`src/readout_cfg.svh`:
```
// Purpose: Constants for the serial result readout port
// Assumes: Included by bare name; definitions only
// Notes:   Times in ns or MHz, counts derived in the modules
`ifndef READOUT_CFG_SVH
`define READOUT_CFG_SVH
`define RESULT_BITS       16
`define SYNC_STAGES       2
`define CLK_PERIOD_NS     5
`define MAX_SCLK_MHZ      40
`define RESULT_RESET      16'h0000
`define BIT_CNT_RESET     5'h00
`endif

```
`src/readout_pkg.sv`:
```
// Purpose: Types shared by the readout port modules
// Assumes: readout_cfg.svh supplies the numbers
// Notes:   Gray-coded readout states
`include "readout_cfg.svh"
package readout_pkg;
  typedef logic [`RESULT_BITS-1:0] result_word_t;
  typedef enum logic [1:0]
  {
    ST_IDLE  = 2'b00,
    ST_SHIFT = 2'b01,
    ST_DONE  = 2'b11
  } readout_state_t;
endpackage

```
`src/pin_sync_if.sv`:
```
// Purpose: Bundle of synchronised host pins passed to the readout core
// Assumes: All signals on core_clk_i
// Notes:   Edge pulses are one core cycle wide
`timescale 1ns/1ps
interface pin_sync_if;
  logic sclk_rise;
  logic sclk_fall;
  logic sel_n;
  logic rd_n;
  logic casc_in;
  logic busy;
  modport src (output sclk_rise, output sclk_fall, output sel_n, output rd_n,
               output casc_in, output busy);
  modport dst (input sclk_rise, input sclk_fall, input sel_n, input rd_n,
               input casc_in, input busy);
endinterface

```
`src/pin_sync.sv`:
```
// Purpose: Two-stage synchronisers and link clock edge detection
// Assumes: Host pins asynchronous to core_clk_i
// Notes:   First stage feeds only the second stage
`timescale 1ns/1ps
module pin_sync
(
  input  wire logic core_clk_i,
  input  wire logic nrst_i,
  input  wire logic sclk_i,
  input  wire logic cs_n_i,
  input  wire logic rd_n_i,
  input  wire logic casc_i,
  input  wire logic busy_i,
  pin_sync_if.src   sync
);
  logic [4:0] meta_reg;
  logic [4:0] stab_reg;
  logic       sclk_prev_reg;

  // Two flip-flop synchronisers; cs/rd reset high so the port starts deselected
  always_ff @(posedge core_clk_i)
  begin
    if (!nrst_i)
    begin
      meta_reg      <= 5'h06;
      stab_reg      <= 5'h06;
      sclk_prev_reg <= 1'b0;
    end
    else
    begin
      meta_reg      <= {busy_i, casc_i, rd_n_i, cs_n_i, sclk_i};
      stab_reg      <= meta_reg;
      sclk_prev_reg <= stab_reg[0];
    end
  end

  // Edges seen only from the stable stage
  assign sync.sclk_rise = stab_reg[0] & ~sclk_prev_reg;
  assign sync.sclk_fall = ~stab_reg[0] & sclk_prev_reg;
  assign sync.sel_n     = stab_reg[1];
  assign sync.rd_n      = stab_reg[2];
  assign sync.casc_in   = stab_reg[3];
  assign sync.busy      = stab_reg[4];
endmodule

```
`src/serial_result_readout.sv`:
```
// Purpose: Slave serial readout of a 16-bit conversion result
// Assumes: Host shift clock sampled by core_clk_i at 200 MHz
// Notes:   Data shifts on link clock falling edge, cascade latched on rising edge
`timescale 1ns/1ps
`include "readout_cfg.svh"

// Contract
// - Serial port used when serial select high; external clock when source select high.
// - Host clock ignored while chip select is high.
// - Outputs released whenever chip select or read enable is high.
// - After-conversion read allowed once busy falls, with select and read low.
// - Sixteen bits, MSB first, each stable across both clock edges.
// - External clock up to 40 MHz accepted in after-conversion mode.
// - Daisy chain only in external-clock after-conversion mode via cascade input.
// - Cascade latched on opposite edge; upstream MSB follows our LSB.
// - During conversion the previous result is shifted out.
// - Incomplete read at conversion end gives a high read-error pulse; code pulses only for reads begun during that conversion.
// - No chaining during conversion reads; mode input held static.
// - Read begun after conversion may continue into the next conversion.
module serial_result_readout
  import readout_pkg::*;
#(
  parameter int RESULT_W = `RESULT_BITS
)
(
  input  wire logic                core_clk_i,
  input  wire logic                nrst_i,
  input  wire logic                serial_parallel_select_i,
  input  wire logic                clock_source_select_i,
  input  wire logic                cascade_in_read_mode_sel_i,
  input  wire logic                sclk_i,
  input  wire logic                cs_n_i,
  input  wire logic                rd_n_i,
  input  wire logic                busy_i,
  input  wire logic [RESULT_W-1:0] result_i,
  output logic                     serial_result_out_o,
  output logic                     serial_result_out_oe_n_o,
  output logic                     read_overrun_pulse_o,
  output logic                     read_active_o
);
  // Shortest link half period in core cycles at the 40 MHz limit
  localparam int SCLK_MIN_HALF_CYC =
    (1000 / (2 * `MAX_SCLK_MHZ)) / `CLK_PERIOD_NS;

  pin_sync_if sync ();

  logic [RESULT_W-1:0] shift_reg;
  logic [4:0]          bit_cnt_reg;
  logic                casc_bit_reg;
  logic                busy_prev_reg;
  logic                during_reg;
  readout_state_t      state_reg;
  logic                port_on;
  logic                enabled;

  pin_sync u_sync
  (
    .core_clk_i (core_clk_i),
    .nrst_i     (nrst_i),
    .sclk_i     (sclk_i),
    .cs_n_i     (cs_n_i),
    .rd_n_i     (rd_n_i),
    .casc_i     (cascade_in_read_mode_sel_i),
    .busy_i     (busy_i),
    .sync       (sync)
  );

  // Port active only in external-clock serial mode
  assign port_on = serial_parallel_select_i & clock_source_select_i;
  // Chip select gates the host clock; read enable ANDed in as well
  assign enabled = port_on & ~sync.sel_n & ~sync.rd_n;

  // Busy edge tracking for load and overrun detection
  always_ff @(posedge core_clk_i)
  begin
    if (!nrst_i)
      busy_prev_reg <= 1'b0;
    else
      busy_prev_reg <= sync.busy;
  end

  // Readout state and shift register
  always_ff @(posedge core_clk_i)
  begin
    if (!nrst_i)
    begin
      state_reg    <= ST_IDLE;
      shift_reg    <= `RESULT_RESET;
      bit_cnt_reg  <= `BIT_CNT_RESET;
      casc_bit_reg <= 1'b0;
      during_reg   <= 1'b0;
    end
    else
    begin
      case (state_reg)
        ST_IDLE:
        begin
          // Load a fresh word when busy falls, or the previous one at busy rise
          if (busy_prev_reg && !sync.busy)
          begin
            shift_reg   <= result_i;
            bit_cnt_reg <= `BIT_CNT_RESET;
            during_reg  <= 1'b0;
            state_reg   <= ST_SHIFT;
          end
          else if (!busy_prev_reg && sync.busy)
          begin
            shift_reg   <= result_i;
            bit_cnt_reg <= `BIT_CNT_RESET;
            during_reg  <= 1'b1;
            state_reg   <= ST_SHIFT;
          end
        end
        ST_SHIFT:
        begin
          // Rising edge latches cascade input, opposite to the shift edge
          if (enabled && sync.sclk_rise)
            casc_bit_reg <= (!during_reg) ? sync.casc_in : 1'b0;
          // Falling edge advances one bit; between pulses only a busy edge moves the word
          if (enabled && sync.sclk_fall)
          begin
            shift_reg   <= {shift_reg[RESULT_W-2:0], casc_bit_reg};
            bit_cnt_reg <= bit_cnt_reg + 5'h01;
            if (bit_cnt_reg == 5'(RESULT_W - 1) && during_reg)
              state_reg <= ST_DONE;
          end
          // Conversion end always brings the fresh word, even after a cut read
          if (busy_prev_reg && !sync.busy)
          begin
            shift_reg   <= result_i;
            bit_cnt_reg <= `BIT_CNT_RESET;
            during_reg  <= 1'b0;
            state_reg   <= ST_SHIFT;
          end
          // Conversion start reloads unless our own word is part read, which carries on
          else if (!busy_prev_reg && sync.busy && !during_reg
                   && (bit_cnt_reg == `BIT_CNT_RESET || bit_cnt_reg[4]))
          begin
            shift_reg   <= result_i;
            bit_cnt_reg <= `BIT_CNT_RESET;
            during_reg  <= 1'b1;
          end
        end
        ST_DONE:
          state_reg <= ST_IDLE;
        default:
          state_reg <= ST_IDLE;
      endcase
    end
  end

  // Output pin: released whenever not selected
  always_ff @(posedge core_clk_i)
  begin
    if (!nrst_i)
    begin
      serial_result_out_o      <= 1'b0;
      serial_result_out_oe_n_o <= 1'b1;
      read_active_o            <= 1'b0;
    end
    else
    begin
      serial_result_out_o      <= shift_reg[RESULT_W-1];
      serial_result_out_oe_n_o <= ~enabled;
      read_active_o            <= (state_reg == ST_SHIFT);
    end
  end

  // Conversion ended during a read begun in that conversion, with bits still outstanding
  always_ff @(posedge core_clk_i)
  begin
    if (!nrst_i)
      read_overrun_pulse_o <= 1'b0;
    else
      read_overrun_pulse_o <= port_on && state_reg == ST_SHIFT && during_reg
                              && busy_prev_reg && !sync.busy
                              && bit_cnt_reg != `BIT_CNT_RESET;
  end
endmodule

```
`config.mk`:
```
export PLATFORM = sky130hd
export DESIGN_NAME = serial_result_readout
export DESIGN_NICKNAME = d
export VERILOG_FILES = /design/src/readout_pkg.sv /design/src/pin_sync_if.sv /design/src/pin_sync.sv /design/src/serial_result_readout.sv
export VERILOG_INCLUDE_DIRS = /design/src
export SDC_FILE = /design/constraint.sdc
export NUM_CORES = 1
export LEC_CHECK = 0
export BUFFER_PORTS_ARGS = -buffer_cell sky130_fd_sc_hd__buf_2
export CORE_ASPECT_RATIO = 0.6
export CORE_MARGIN = 2
export CORE_UTILIZATION = 35
export DETAILED_ROUTE_END_ITERATION = 16
export PLACE_DENSITY_LB_ADDON = 0.3
export SETUP_SLACK_MARGIN = 0.02
export SYNTH_ARGS = -nofsm -noshare
export SYNTH_HDL_FRONTEND = slang
export SYNTH_SLANG_ARGS = --single-unit
```
`constraint.sdc`:
```
create_clock -name core_clk_i -period 4 [get_ports core_clk_i]
set_input_delay 0.2 -clock core_clk_i [delete_from_list [all_inputs] [get_ports core_clk_i]]
set_output_delay 0.2 -clock core_clk_i [all_outputs]
set_load 0.02 [all_outputs]
```
### After elaboration in Yosys (flattened, before gate mapping)

Index checks and enable logic that the tools add are counted.

* output and inout bits: 4
* input port bits: 25
* register bits after elaboration: 41
* logic and storage cells: 79

* reductions and logical operators: 24
* equal/unequal tests: 7
* $add $sub $neg: 1
* bitwise logic cells: 10
* muxes and demuxes: 24

Operators with widths (number)
* 2-to-1 mux 16 bit: 5
* case mux 16 bit (2 select lines): 1
* 2-to-1 mux 5 bit: 5
* logical AND 1 bit: 12
* inequality test 3 bit, second input constant: 4
* 2-to-1 mux 2 bit: 5
* case mux 5 bit (2 select lines): 1
* AND reduction 3 bit: 3
* adder 5 x 1 -> 5 bit, second input constant: 1
* bitwise AND 1 bit: 5
* equality test 5 x 4 -> 1 bit, second input constant: 1
* zero test 5 bit: 1
* 2-to-1 mux 1 bit: 5
* NOT 1 bit: 5
* nonzero test 5 bit: 1
* inequality test 4 bit, second input constant: 1
* case mux 2 bit (2 select lines): 1
* zero test 1 bit: 3
* equality test 2 x 1 -> 1 bit, second input constant: 1
* zero test 2 bit: 1
* case mux 1 bit (2 select lines): 1
* AND reduction 2 bit: 1
* nonzero test 2 bit: 1
* logical OR 1 bit: 1

### Depth between registers and ports, before layout

Gate-level depths: netlist (run 1).

* depth in word-level cells: 8
* mapped depth: 9
* gate-level depth less buffers: 6

### Hierarchy

Synthesis (run 1) repeated with hierarchy kept, for this count alone.

* cell total of the unflattened synthesis: 212
* area, all modules: 2014.4 µm²

By module, submodules not included
* serial_result_readout: area each 1701.6 µm², seq. area each 600.6 µm², cells each 187, times used 1
* pin_sync: area each 312.8 µm², seq. area each 220.2 µm², cells each 25, times used 1

### Least setup slack after synthesis (run 1)

Ideal clock, no wire load.

* kind: reg-to-reg
* start: register u_sync.stab_reg[4]
* end: register shift_reg[0]
* data arrival time: 1.755 ns
* slack: 2.123 ns
* required time: 3.878 ns
* path buffers: 3
* stages on the path, launching flop included: 10
* cells stage by stage: dfxtp_1 > inv_1 > ha_1 > nand2b_1 > buf_4 > nand2b_1 > buf_6 > a32o_2 > buf_6 > a221o_1

* word-level cells in the longest chain between the ends: 6
* elaborated cells between the ends (all ways): 12
* those cells by class: eq/ne: 2; mux: 4; reduce/logical: 6

Ends and longest elaborated chain
* start: declaration: RTL line pin_sync.sv:17 `logic [4:0] stab_reg;`
* start signal: assignment: RTL line pin_sync.sv:32 `stab_reg <= meta_reg;`
* logical AND 1 bit: RTL line serial_result_readout.sv:106, serial_result_readout.sv:136
* logical AND 1 bit (2 in a row): RTL line serial_result_readout.sv:136 `else if (!busy_prev_reg && sync.busy && !during_reg`
* 2-to-1 mux 16 bit: RTL line serial_result_readout.sv:136
* 2-to-1 mux 16 bit: RTL line serial_result_readout.sv:128 `if (busy_prev_reg && !sync.busy)`
* case mux 16 bit (2 select lines): RTL line serial_result_readout.sv:95 `case (state_reg)`
* end signal: assignment: RTL line serial_result_readout.sv:101 `shift_reg <= result_i;`
* end signal: assignment: RTL line serial_result_readout.sv:130 `shift_reg <= result_i;`
* end signal: assignment: RTL line serial_result_readout.sv:139 `shift_reg <= result_i;`
* end: declaration: RTL line serial_result_readout.sv:47 `logic [RESULT_W-1:0] shift_reg;`

Several ways; a longest one is shown, not always the timed one.
A chain may end at the register's enable or synchronous reset.

### Final worst setup path (run 1)

* start: register u_sync.stab_reg[4]
* end: register shift_reg[3]

The elaborated chain is that of the path after synthesis.

==> impl_metrics.json, run 1 <==
{
  "clock-root-buffer": "clkbuf_8",
  "relSlewSlack_pct": 25.6,
  "ys.flop_type": "dfxtp_1",
  "hp-class": "in -> reg",
  "min-delay-start": "rd_n_i",
  "routedWlPerCell_microns": 15.0,
  "final-hold-violation-count": 0,
  "grt_max_degree": 27,
  "yosys_register_bits": 41,
  "internal_power_w": 0.000671,
  "crit_fanout": 16,
  "synth_compound_gate_area_share_pct": 17.8,
  "path_common_cell": "nand2b_1",
  "initial_core_util_pct": 37.2,
  "finalWirelength_microns": 4480,
  "pwr-share-seq_pct": 49.9,
  "rsz0062_at_grt": "false",
  "slowest_delay_ns": 0.44,
  "finClkSkew_ns": 0.00851,
  "die_x_microns": 99.5,
  "swShare_pct": 24.2,
  "die-area_sq_um": 6100,
  "power.switching_w": 0.000214,
  "htreeDepth": 2,
  "final_nets": 261,
  "clock_power_share_pct": 39.4,
  "worstPathRequired_ns": 4.19,
  "drt_first_iter_violations": 87,
  "grt_pass1_vias": 1474,
  "ys_warn_count": 0,
  "grt_pass1_wl_microns": 7380,
  "setup_viol": 0,
  "dp_hpwl_microns": 3140,
  "synthAdderAreaFrac_pct": 3.27,
  "gp_congestion": 0.839,
  "firstDrtPassIters": 4,
  "synth_top_family_by_area": "simple AND/OR/NAND/NOR gates",
  "clock-sinks": 41,
  "clock.fmax_ghz": 0.404,
  "ant_nets": 0,
  "cap_violations": 0,
  "tightest_slew_ns": 1.11,
  "synth.distinct_cells": 39,
  "largest_register_ffs": 16,
  "antenna_found_initial": 0,
  "ir_worst_vdd_mv": 0.163,
  "path_clk_slew_ns": 0.08,
  "muxShareOfSynthArea_pct": 1.11,
  "timing.final.crit_period_ns": 2.47,
  "areaGrowthSynthToFinish_pct": 13.7,
  "cp_num_buf_inv": 1,
  "cp_data_arrival_time_ns": 2.66,
  "syn_inst": 209,
  "synth_edf_count": 0,
  "overflow": 0,
  "async_reset_ff_share_pct": 0,
  "dp_slack_ns": 1.55,
  "fp-row-count": 20,
  "drt-vias-per-instance": 5.42,
  "critical_path.startpoint": "u_sync.stab_reg[4]",
  "grtUsageTotal_pct": 15.9,
  "dieHeight_microns": 61.3,
  "syn_area_sq_um": 1920,
  "clk_latency_ns": 0.30,
  "worstPathCellList": "inv_1, ha_1, nand2b_1, nand2b_1, a32o_2, a221o_1",
  "clockBufferDepth": 2,
  "cts.repair.resized": 0,
  "p_leak_nw": 0.919,
  "ys_seq_area_share_pct": 42.8,
  "coreArea_sq_um": 5150,
  "r2r-start": "u_sync.stab_reg[4]",
  "crit_type": "reg -> reg",
  "hold_buffers": 0,
  "vias": 1615,
  "diodes": 0,
  "final.setup.tns_ns": 0,
  "post-cts-setup-buffers": 0,
  "power_density_nw_per_um2": 407,
  "path_delay_family": "compound AO/OA/AOI/OAI gates",
  "cp-end-kind": "register",
  "cp_slowest_cell": "nand2b_1",
  "portBuffers": 28,
  "fin_ws_ns": 1.53,
  "synthXorXnorAreaFrac_pct": 0,
  "drc": 0,
  "period_share_pct": 61.8,
  "syn_area_per_cell_sq_um": 9.17,
  "p_comb_share_pct": 10.7,
  "numCtsBuffers": 5,
  "synthSimpleGateAreaFrac_pct": 28.0,
  "critPathLaunchType": "register",
  "synth_fp_nets": 239,
  "drive_gt1_share_pct": 19.0,
  "slew_viol_final": 0,
  "io_pins": 29,
  "cts_tree": "done",
  "status": "completed"
}
## cells in the final DEF (no fill, tap or decap), drive strengths merged, types with 4 or more instances in the layout
master  instances
a221o          15
nand2b          7
inv             9
nand4           4
buf            31
nand3          20
and3           18
clkbuf          7
nor2b           6
dfxtp          41
nand2           9
a21oi          17
and2           11
ha              5
## metrics by stage
step	power, W	util, %	instances	hold slack (ns)	area (sq um)
floorplan	0.000520	-	209	0.301	1920
global placement	0.000544	40.0	290	0.384	2060
detailed placement	0.000545	40.0	290	0.383	2060
CTS	0.000893	42.3	298	0.0657	2180
global route	0.000925	42.3	298	0.101	2180
finish	0.000886	42.3	298	0.0760	2180
## Yosys cell counts (2+ instances only)
cell | count | area (sq um)
o211ai_1 | 3 | 22.5
dfxtp_1 | 41 | 821
inv_1 | 9 | 33.8
nand3_1 | 20 | 100
nand4_1 | 4 | 25.0
ha_1 | 5 | 62.6
nor2b_1 | 6 | 37.5
a221o_1 | 15 | 150
nand2_1 | 8 | 30.0
clkbuf_1 | 7 | 26.3
nor2_1 | 3 | 11.3
a31oi_1 | 2 | 12.5
nor3_1 | 3 | 15.0
and2_1 | 11 | 68.8
buf_6 | 4 | 45.0
o21ai_0 | 2 | 10.0
and3_1 | 18 | 113
buf_2 | 3 | 15.0
nand4b_1 | 2 | 17.5
and4_1 | 2 | 17.5
nand2b_1 | 7 | 43.8
a21oi_1 | 17 | 85.1
## cell families after synthesis
kind of cell / Yosys count
AO/OA/AOI/OAI: 46
adder cells (fa/ha/maj): 5
buffers and inverters: 25
flip-flops: 41
multiplexers: 2
AND/OR/NAND/NOR: 90
## power groups by stage
| stage | clock network [W] | logic (W) | registers [W] |
|---|---|---|---|
| after floorplan | 0 | 0.0000723 | 0.000448 |
| after global placement | 0 | 0.0000935 | 0.000451 |
| after detailed placement | 0 | 0.0000943 | 0.000450 |
| after CTS | 0.000358 | 0.0000942 | 0.000441 |
| after global routing | 0.000375 | 0.000106 | 0.000444 |
| final | 0.000349 | 0.0000947 | 0.000442 |
## routing by layer
metal,GRT usage [%],share of wire [%]
met1,23.8,58
met2,21.2,36
met3,3.97,4.8
met4,7.05,1.3
met5,0,0
## path summary, 6_finish.rpt
kind / end / slack, ns / depth (start not counted)
min: u_sync.meta_reg[2] / 0.08 / 2
max reg2reg: shift_reg[3] / 1.53 / 6
max: shift_reg[3] / 1.53 / 6
min reg2reg: u_sync.stab_reg[1] / 0.41 / 1
## area by class of cell
class                   instances  area [sq um]
fillers                       534          2980
multi-input cells             143           962
flip-flops and latches         41           821
repair buffers                 31           163
clock buffers                   7          86.3
well taps                      66          82.6
inverters                       9          33.8
clock inverters                 1          30.0
Power figures use the tool's default switching activity.
==> run 2: changes to the inputs <==
clock period = 2.5 ns   (was 4 ns; I/O delays follow)
==> run 2 against run 1 <==
Compared with the run above:
- hold slack lost 0.048 ns
- register-to-register slack lost 1.2 ns
- clock-buffer cell count shrank 1
- sequential share of layout area shrank 0.51 points
- final cell count grew 2.3%
- utilization grew 0.58 points
- clock skew grew 0.0035 ns
- combinational power grew 71%
- maximum frequency grew 13%
==> impl_metrics.json, run 2 (synthesized netlist as in run 1, its figures left out) <==
{
  "overflow": 0,
  "grt_pass1_vias": 1498,
  "clk_latency_ns": 0.30,
  "cp_data_arrival_time_ns": 2.43,
  "cap_violations": 0,
  "crit_fanout": 15,
  "path_clk_slew_ns": 0.08,
  "critical_path.startpoint": "bit_cnt_reg[1]",
  "drt-vias-per-instance": 5.40,
  "p_leak_nw": 0.940,
  "status": "completed",
  "numCtsBuffers": 5,
  "routedWlPerCell_microns": 14.6,
  "grt_max_degree": 27,
  "coreArea_sq_um": 5150,
  "post-cts-setup-buffers": 0,
  "fin_ws_ns": 0.313,
  "ir_worst_vdd_mv": 0.213,
  "drc": 0,
  "die_x_microns": 99.5,
  "dp_hpwl_microns": 3170,
  "r2r-end": "shift_reg[6]",
  "finalWirelength_microns": 4460,
  "drive_gt1_share_pct": 20.5,
  "clock-sinks": 41,
  "areaGrowthSynthToFinish_pct": 15.3,
  "use_met1_pct": 24.9,
  "globalRouteMet2Util_pct": 21.7,
  "grt_busiest_layer": "met1",
  "endpoint": "shift_reg[6]",
  "final_nets": 269,
  "rsz0062_at_grt": "false",
  "portBuffers": 28,
  "io_pins": 29,
  "initial_core_util_pct": 37.2,
  "r2r_setup_slack_ns": 0.31,
  "diodes": 0,
  "final.setup.tns_ns": 0,
  "largest_register_ffs": 16,
  "timing.final.crit_period_ns": 2.19,
  "htreeDepth": 2,
  "hp-class": "in -> reg",
  "grtUsageTotal_pct": 16.8,
  "period_share_pct": 87.5,
  "finClkSkew_ns": 0.0121,
  "cts.repair.resized": 0,
  "cts_tree": "done",
  "setup_viol": 0,
  "drt_first_iter_violations": 83,
  "worstPathRequired_ns": 2.75,
  "tightest_slew_ns": 0.597,
  "dieHeight_microns": 61.3,
  "relSlewSlack_pct": 60.2,
  "clock-root-buffer": "clkbuf_8",
  "crit_type": "reg -> reg",
  "fp-row-count": 20,
  "vias": 1646,
  "final_cell_mix": "dfxtp_1 (41), buf_2 (28), nand3_1 (20), and3_1 (18), a21oi_1 (17)",
  "firstDrtPassIters": 4,
  "slew_viol_final": 0,
  "grt_pass1_wl_microns": 7670,
  "final_common_cell": "dfxtp_1",
  "r2r-start": "bit_cnt_reg[1]",
  "power_density_nw_per_um2": 581,
  "die-area_sq_um": 6100,
  "antenna_found_initial": 0,
  "clockBufferDepth": 2,
  "clock.fmax_ghz": 0.457,
  "ant_nets": 0,
  "use_met3_pct": 6.02,
  "gp_congestion": 0.908,
  "ff2ff_path_depth": 6,
  "final-hold-violation-count": 0,
  "critPathLaunchType": "register",
  "dp_slack_ns": 0.384,
  "cp-end-kind": "register"
}
-- run 2: cell count changes in the layout (fill, tap and decap cells not counted) --
cell and change:
buf_4 +6, clkbuf_8 -1, dlygate4sd3_1 +2, clkinv_4 +1, bufinv_16 -1
-- run 2: report_power, final --
| group | switching [W] | internal, W |
|---|---|---|
| registers | 0.0000175 | 0.000688 |
| logic | 0.0000917 | 0.0000703 |
| clock network | 0.000221 | 0.000193 |
| total | 0.000331 | 0.000952 |
-- run 2: timing repair --
item | CTS | global route
endpoints found under the setup margin | 0 | 0
hold endpoints to repair | 2 | 0
hold buffers | 2 | 0
-- run 2: worst min-delay path by stage --
stage                    endpoint  slack (ns)  depth (start not counted)                       start
2_1_floorplan  u_sync.meta_reg[1]        0.23                          1                      cs_n_i
3_3_place_gp   u_sync.meta_reg[1]        0.30                          2                      cs_n_i
4_1_cts        u_sync.meta_reg[3]        0.02                          2  cascade_in_read_mode_sel_i
6_report       u_sync.meta_reg[3]        0.03                          2  cascade_in_read_mode_sel_i
5_1_grt        u_sync.meta_reg[4]        0.03                          2                      busy_i
3_5_place_dp   u_sync.meta_reg[2]        0.31                          2                      rd_n_i
-- run 2: critical path, cell delays in order, from the launching register on --
cell     delay, ns
dfxtp_1       0.40
inv_1         0.06
ha_1          0.17
nor3b_2       0.16
o21ai_1       0.48
and2_1        0.60
a221o_1       0.25
-- run 2: per-layer routing --
layer  part of all wire, %  up-vias
met5                     0        -
li1                      -      833
met2                    36       48
met4                   1.6        0
met3                   7.5        8
met1                    55      757
-- run 2: through the flow --
stage	utilization (%)	hold slack, ns	area (sq um)	power (W)	std cells
finish	42.8	0.0277	2210	0.00128	305
global route	42.8	0.0306	2210	0.00135	305
floorplan	-	0.226	1920	0.000832	209
detailed placement	40.9	0.309	2110	0.000880	296
CTS	42.8	0.0168	2210	0.00130	305
global placement	40.9	0.304	2110	0.000879	296
-- run 2: cell type report --
class / count / area [sq um]
fill: 544 / 2950
multi-input combinational: 143 / 962
sequential: 41 / 821
timing repair buffer: 39 / 228
tap: 66 / 82.6
clock buffer: 6 / 72.6
inverter: 9 / 33.8
clock inverter: 1 / 8.76
==> run 3: changes to the inputs <==
HOLD_SLACK_MARGIN = 0.03   (was default)
RECOVER_POWER = 25   (was default)
SLEW_MARGIN = 20   (was default)
==> run 3 against run 2 <==
Compared with the run above:
- via count shrank 0.18%
- clock power hardly changed
- combinational power about the same
- global-route usage rose by 0.15 points
- critical endpoint unchanged
- clock-buffer cell count stayed put
- wire length is 1.1% higher
- largest cell class unchanged
- maximum frequency hardly changed
- highest routed layer unchanged
- setup slack got worse by 0.0018 ns
- sequential share of layout area down 0.50 points
- utilization rose by 0.58 points
- non-clock buffer count grew 3
- flip-flop and latch count is the same
==> impl_metrics.json, run 3 (synthesized netlist as in run 1, its figures left out) <==
{
  "critPathLaunchType": "register",
  "drc": 0,
  "dieHeight_microns": 61.3,
  "final_nets": 272,
  "grt_pass1_vias": 1520,
  "relSlewSlack_pct": 59.9,
  "power_density_nw_per_um2": 575,
  "finalWirelength_microns": 4510,
  "die-area_sq_um": 6100,
  "grt_max_degree": 27,
  "clock-sinks": 41,
  "critical_path.startpoint": "bit_cnt_reg[1]",
  "regArea_sq_um": 821,
  "htreeDepth": 2,
  "final_cell_mix": "dfxtp_1 (41), buf_2 (28), nand3_1 (20), and3_1 (18), a21oi_1 (17)",
  "clock.fmax_ghz": 0.457,
  "cp-end-kind": "register",
  "clk_latency_ns": 0.30,
  "clock-root-buffer": "clkbuf_8",
  "overflow": 0,
  "firstDrtPassIters": 4,
  "ir_worst_vdd_mv": 0.213,
  "r2r-end": "shift_reg[6]",
  "final-hold-violation-count": 0,
  "tightest_slew_ns": 0.602,
  "fp-row-count": 20,
  "portBuffers": 28,
  "timing.final.crit_period_ns": 2.19,
  "drive_gt1_share_pct": 20.2,
  "cap_violations": 0,
  "diodes": 0,
  "die_x_microns": 99.5,
  "initial_core_util_pct": 37.2,
  "drt-vias-per-instance": 5.33,
  "clockBufferDepth": 2,
  "ff2ff_path_depth": 6,
  "p_leak_nw": 0.948,
  "worstPathRequired_ns": 2.75,
  "vias": 1643,
  "p_total_w": 0.00129,
  "grt_pass1_wl_microns": 7740,
  "status": "completed",
  "final_common_cell": "dfxtp_1",
  "cts.repair.resized": 0,
  "rsz0062_at_grt": "false",
  "routedWlPerCell_microns": 14.6,
  "final.setup.tns_ns": 0,
  "antenna_found_initial": 0,
  "numCtsBuffers": 5,
  "grtUsageTotal_pct": 16.9,
  "ant_nets": 0,
  "path_clk_slew_ns": 0.08,
  "r2r-start": "bit_cnt_reg[1]",
  "gp_congestion": 0.908,
  "r2r_setup_slack_ns": 0.31,
  "hp-class": "in -> reg",
  "largest_register_ffs": 16,
  "drt_first_iter_violations": 72,
  "multi_input_area_sq_um": 962,
  "fillers": 541,
  "period_share_pct": 87.5,
  "coreArea_sq_um": 5150,
  "crit_fanout": 15,
  "finClkSkew_ns": 0.0109,
  "dp_hpwl_microns": 3170,
  "fin_hold_ws_ns": 0.124,
  "io_pins": 29,
  "cts_tree": "done",
  "cp_data_arrival_time_ns": 2.44,
  "crit_type": "reg -> reg",
  "slew_viol_final": 0,
  "setup_viol": 0,
  "areaGrowthSynthToFinish_pct": 16.9,
  "endpoint": "shift_reg[6]"
}
run 3: per-stage QoR:
stage	setup slack, ns	instance area [sq um]	utilization (%)	cells
3_3_place_gp	0.470	2110	40.9	296
4_1_cts	0.364	2240	43.4	308
5_1_grt	0.154	2240	43.4	308
3_5_place_dp	0.384	2110	40.9	296
2_1_floorplan	0.623	1920	-	209
6_report	0.311	2240	43.4	308
run 3: critical path, stage by stage (launching register included):
cell and delay (ns):
dfxtp_1 0.40, inv_1 0.06, ha_1 0.17, nor3b_2 0.16
o21ai_1 0.48, and2_1 0.61, a221o_1 0.25
run 3: final cells by class:
cell class	count	share of cell area [%]
Timing Repair Buffer	42	11.5
Clock buffer	6	3.24
Inverter	9	1.51
Multi-Input combinational cell	143	43.0
Tap cell	66	3.69
Clock inverter	1	0.391
Sequential cell	41	36.7
run 3: power breakdown:
part	internal, W	leakage [nW]	switching [W]
Clock	0.000193	0.0412	0.000223
Combinational	0.0000730	0.571	0.0000922
Sequential	0.000688	0.336	0.0000177
run 3: worst min path at each step:
stage                                from                   end  slack (ns)  cells after the start
floorplan                          cs_n_i    u_sync.meta_reg[1]        0.23                      1
global placement                   cs_n_i    u_sync.meta_reg[1]        0.30                      2
detailed placement                 rd_n_i    u_sync.meta_reg[2]        0.31                      2
CTS                 clock_source_select_i  read_overrun_pulse_o        0.12                      3
global route        clock_source_select_i  read_overrun_pulse_o        0.15                      3
finish              clock_source_select_i  read_overrun_pulse_o        0.12                      3
run 3: repair_timing:
action,CTS,global route
setup buffers,0,0
endpoints found under the hold margin,5,0
hold buffers,5,0
run 3: routing by layer:
layer,GRT usage [%],wire length (microns),vias to the layer above
met5,0,0,-
met4,6.46,71,0
met3,6.02,307,8
met2,22.3,1630,45
met1,24.9,2500,754
li1,-,-,836
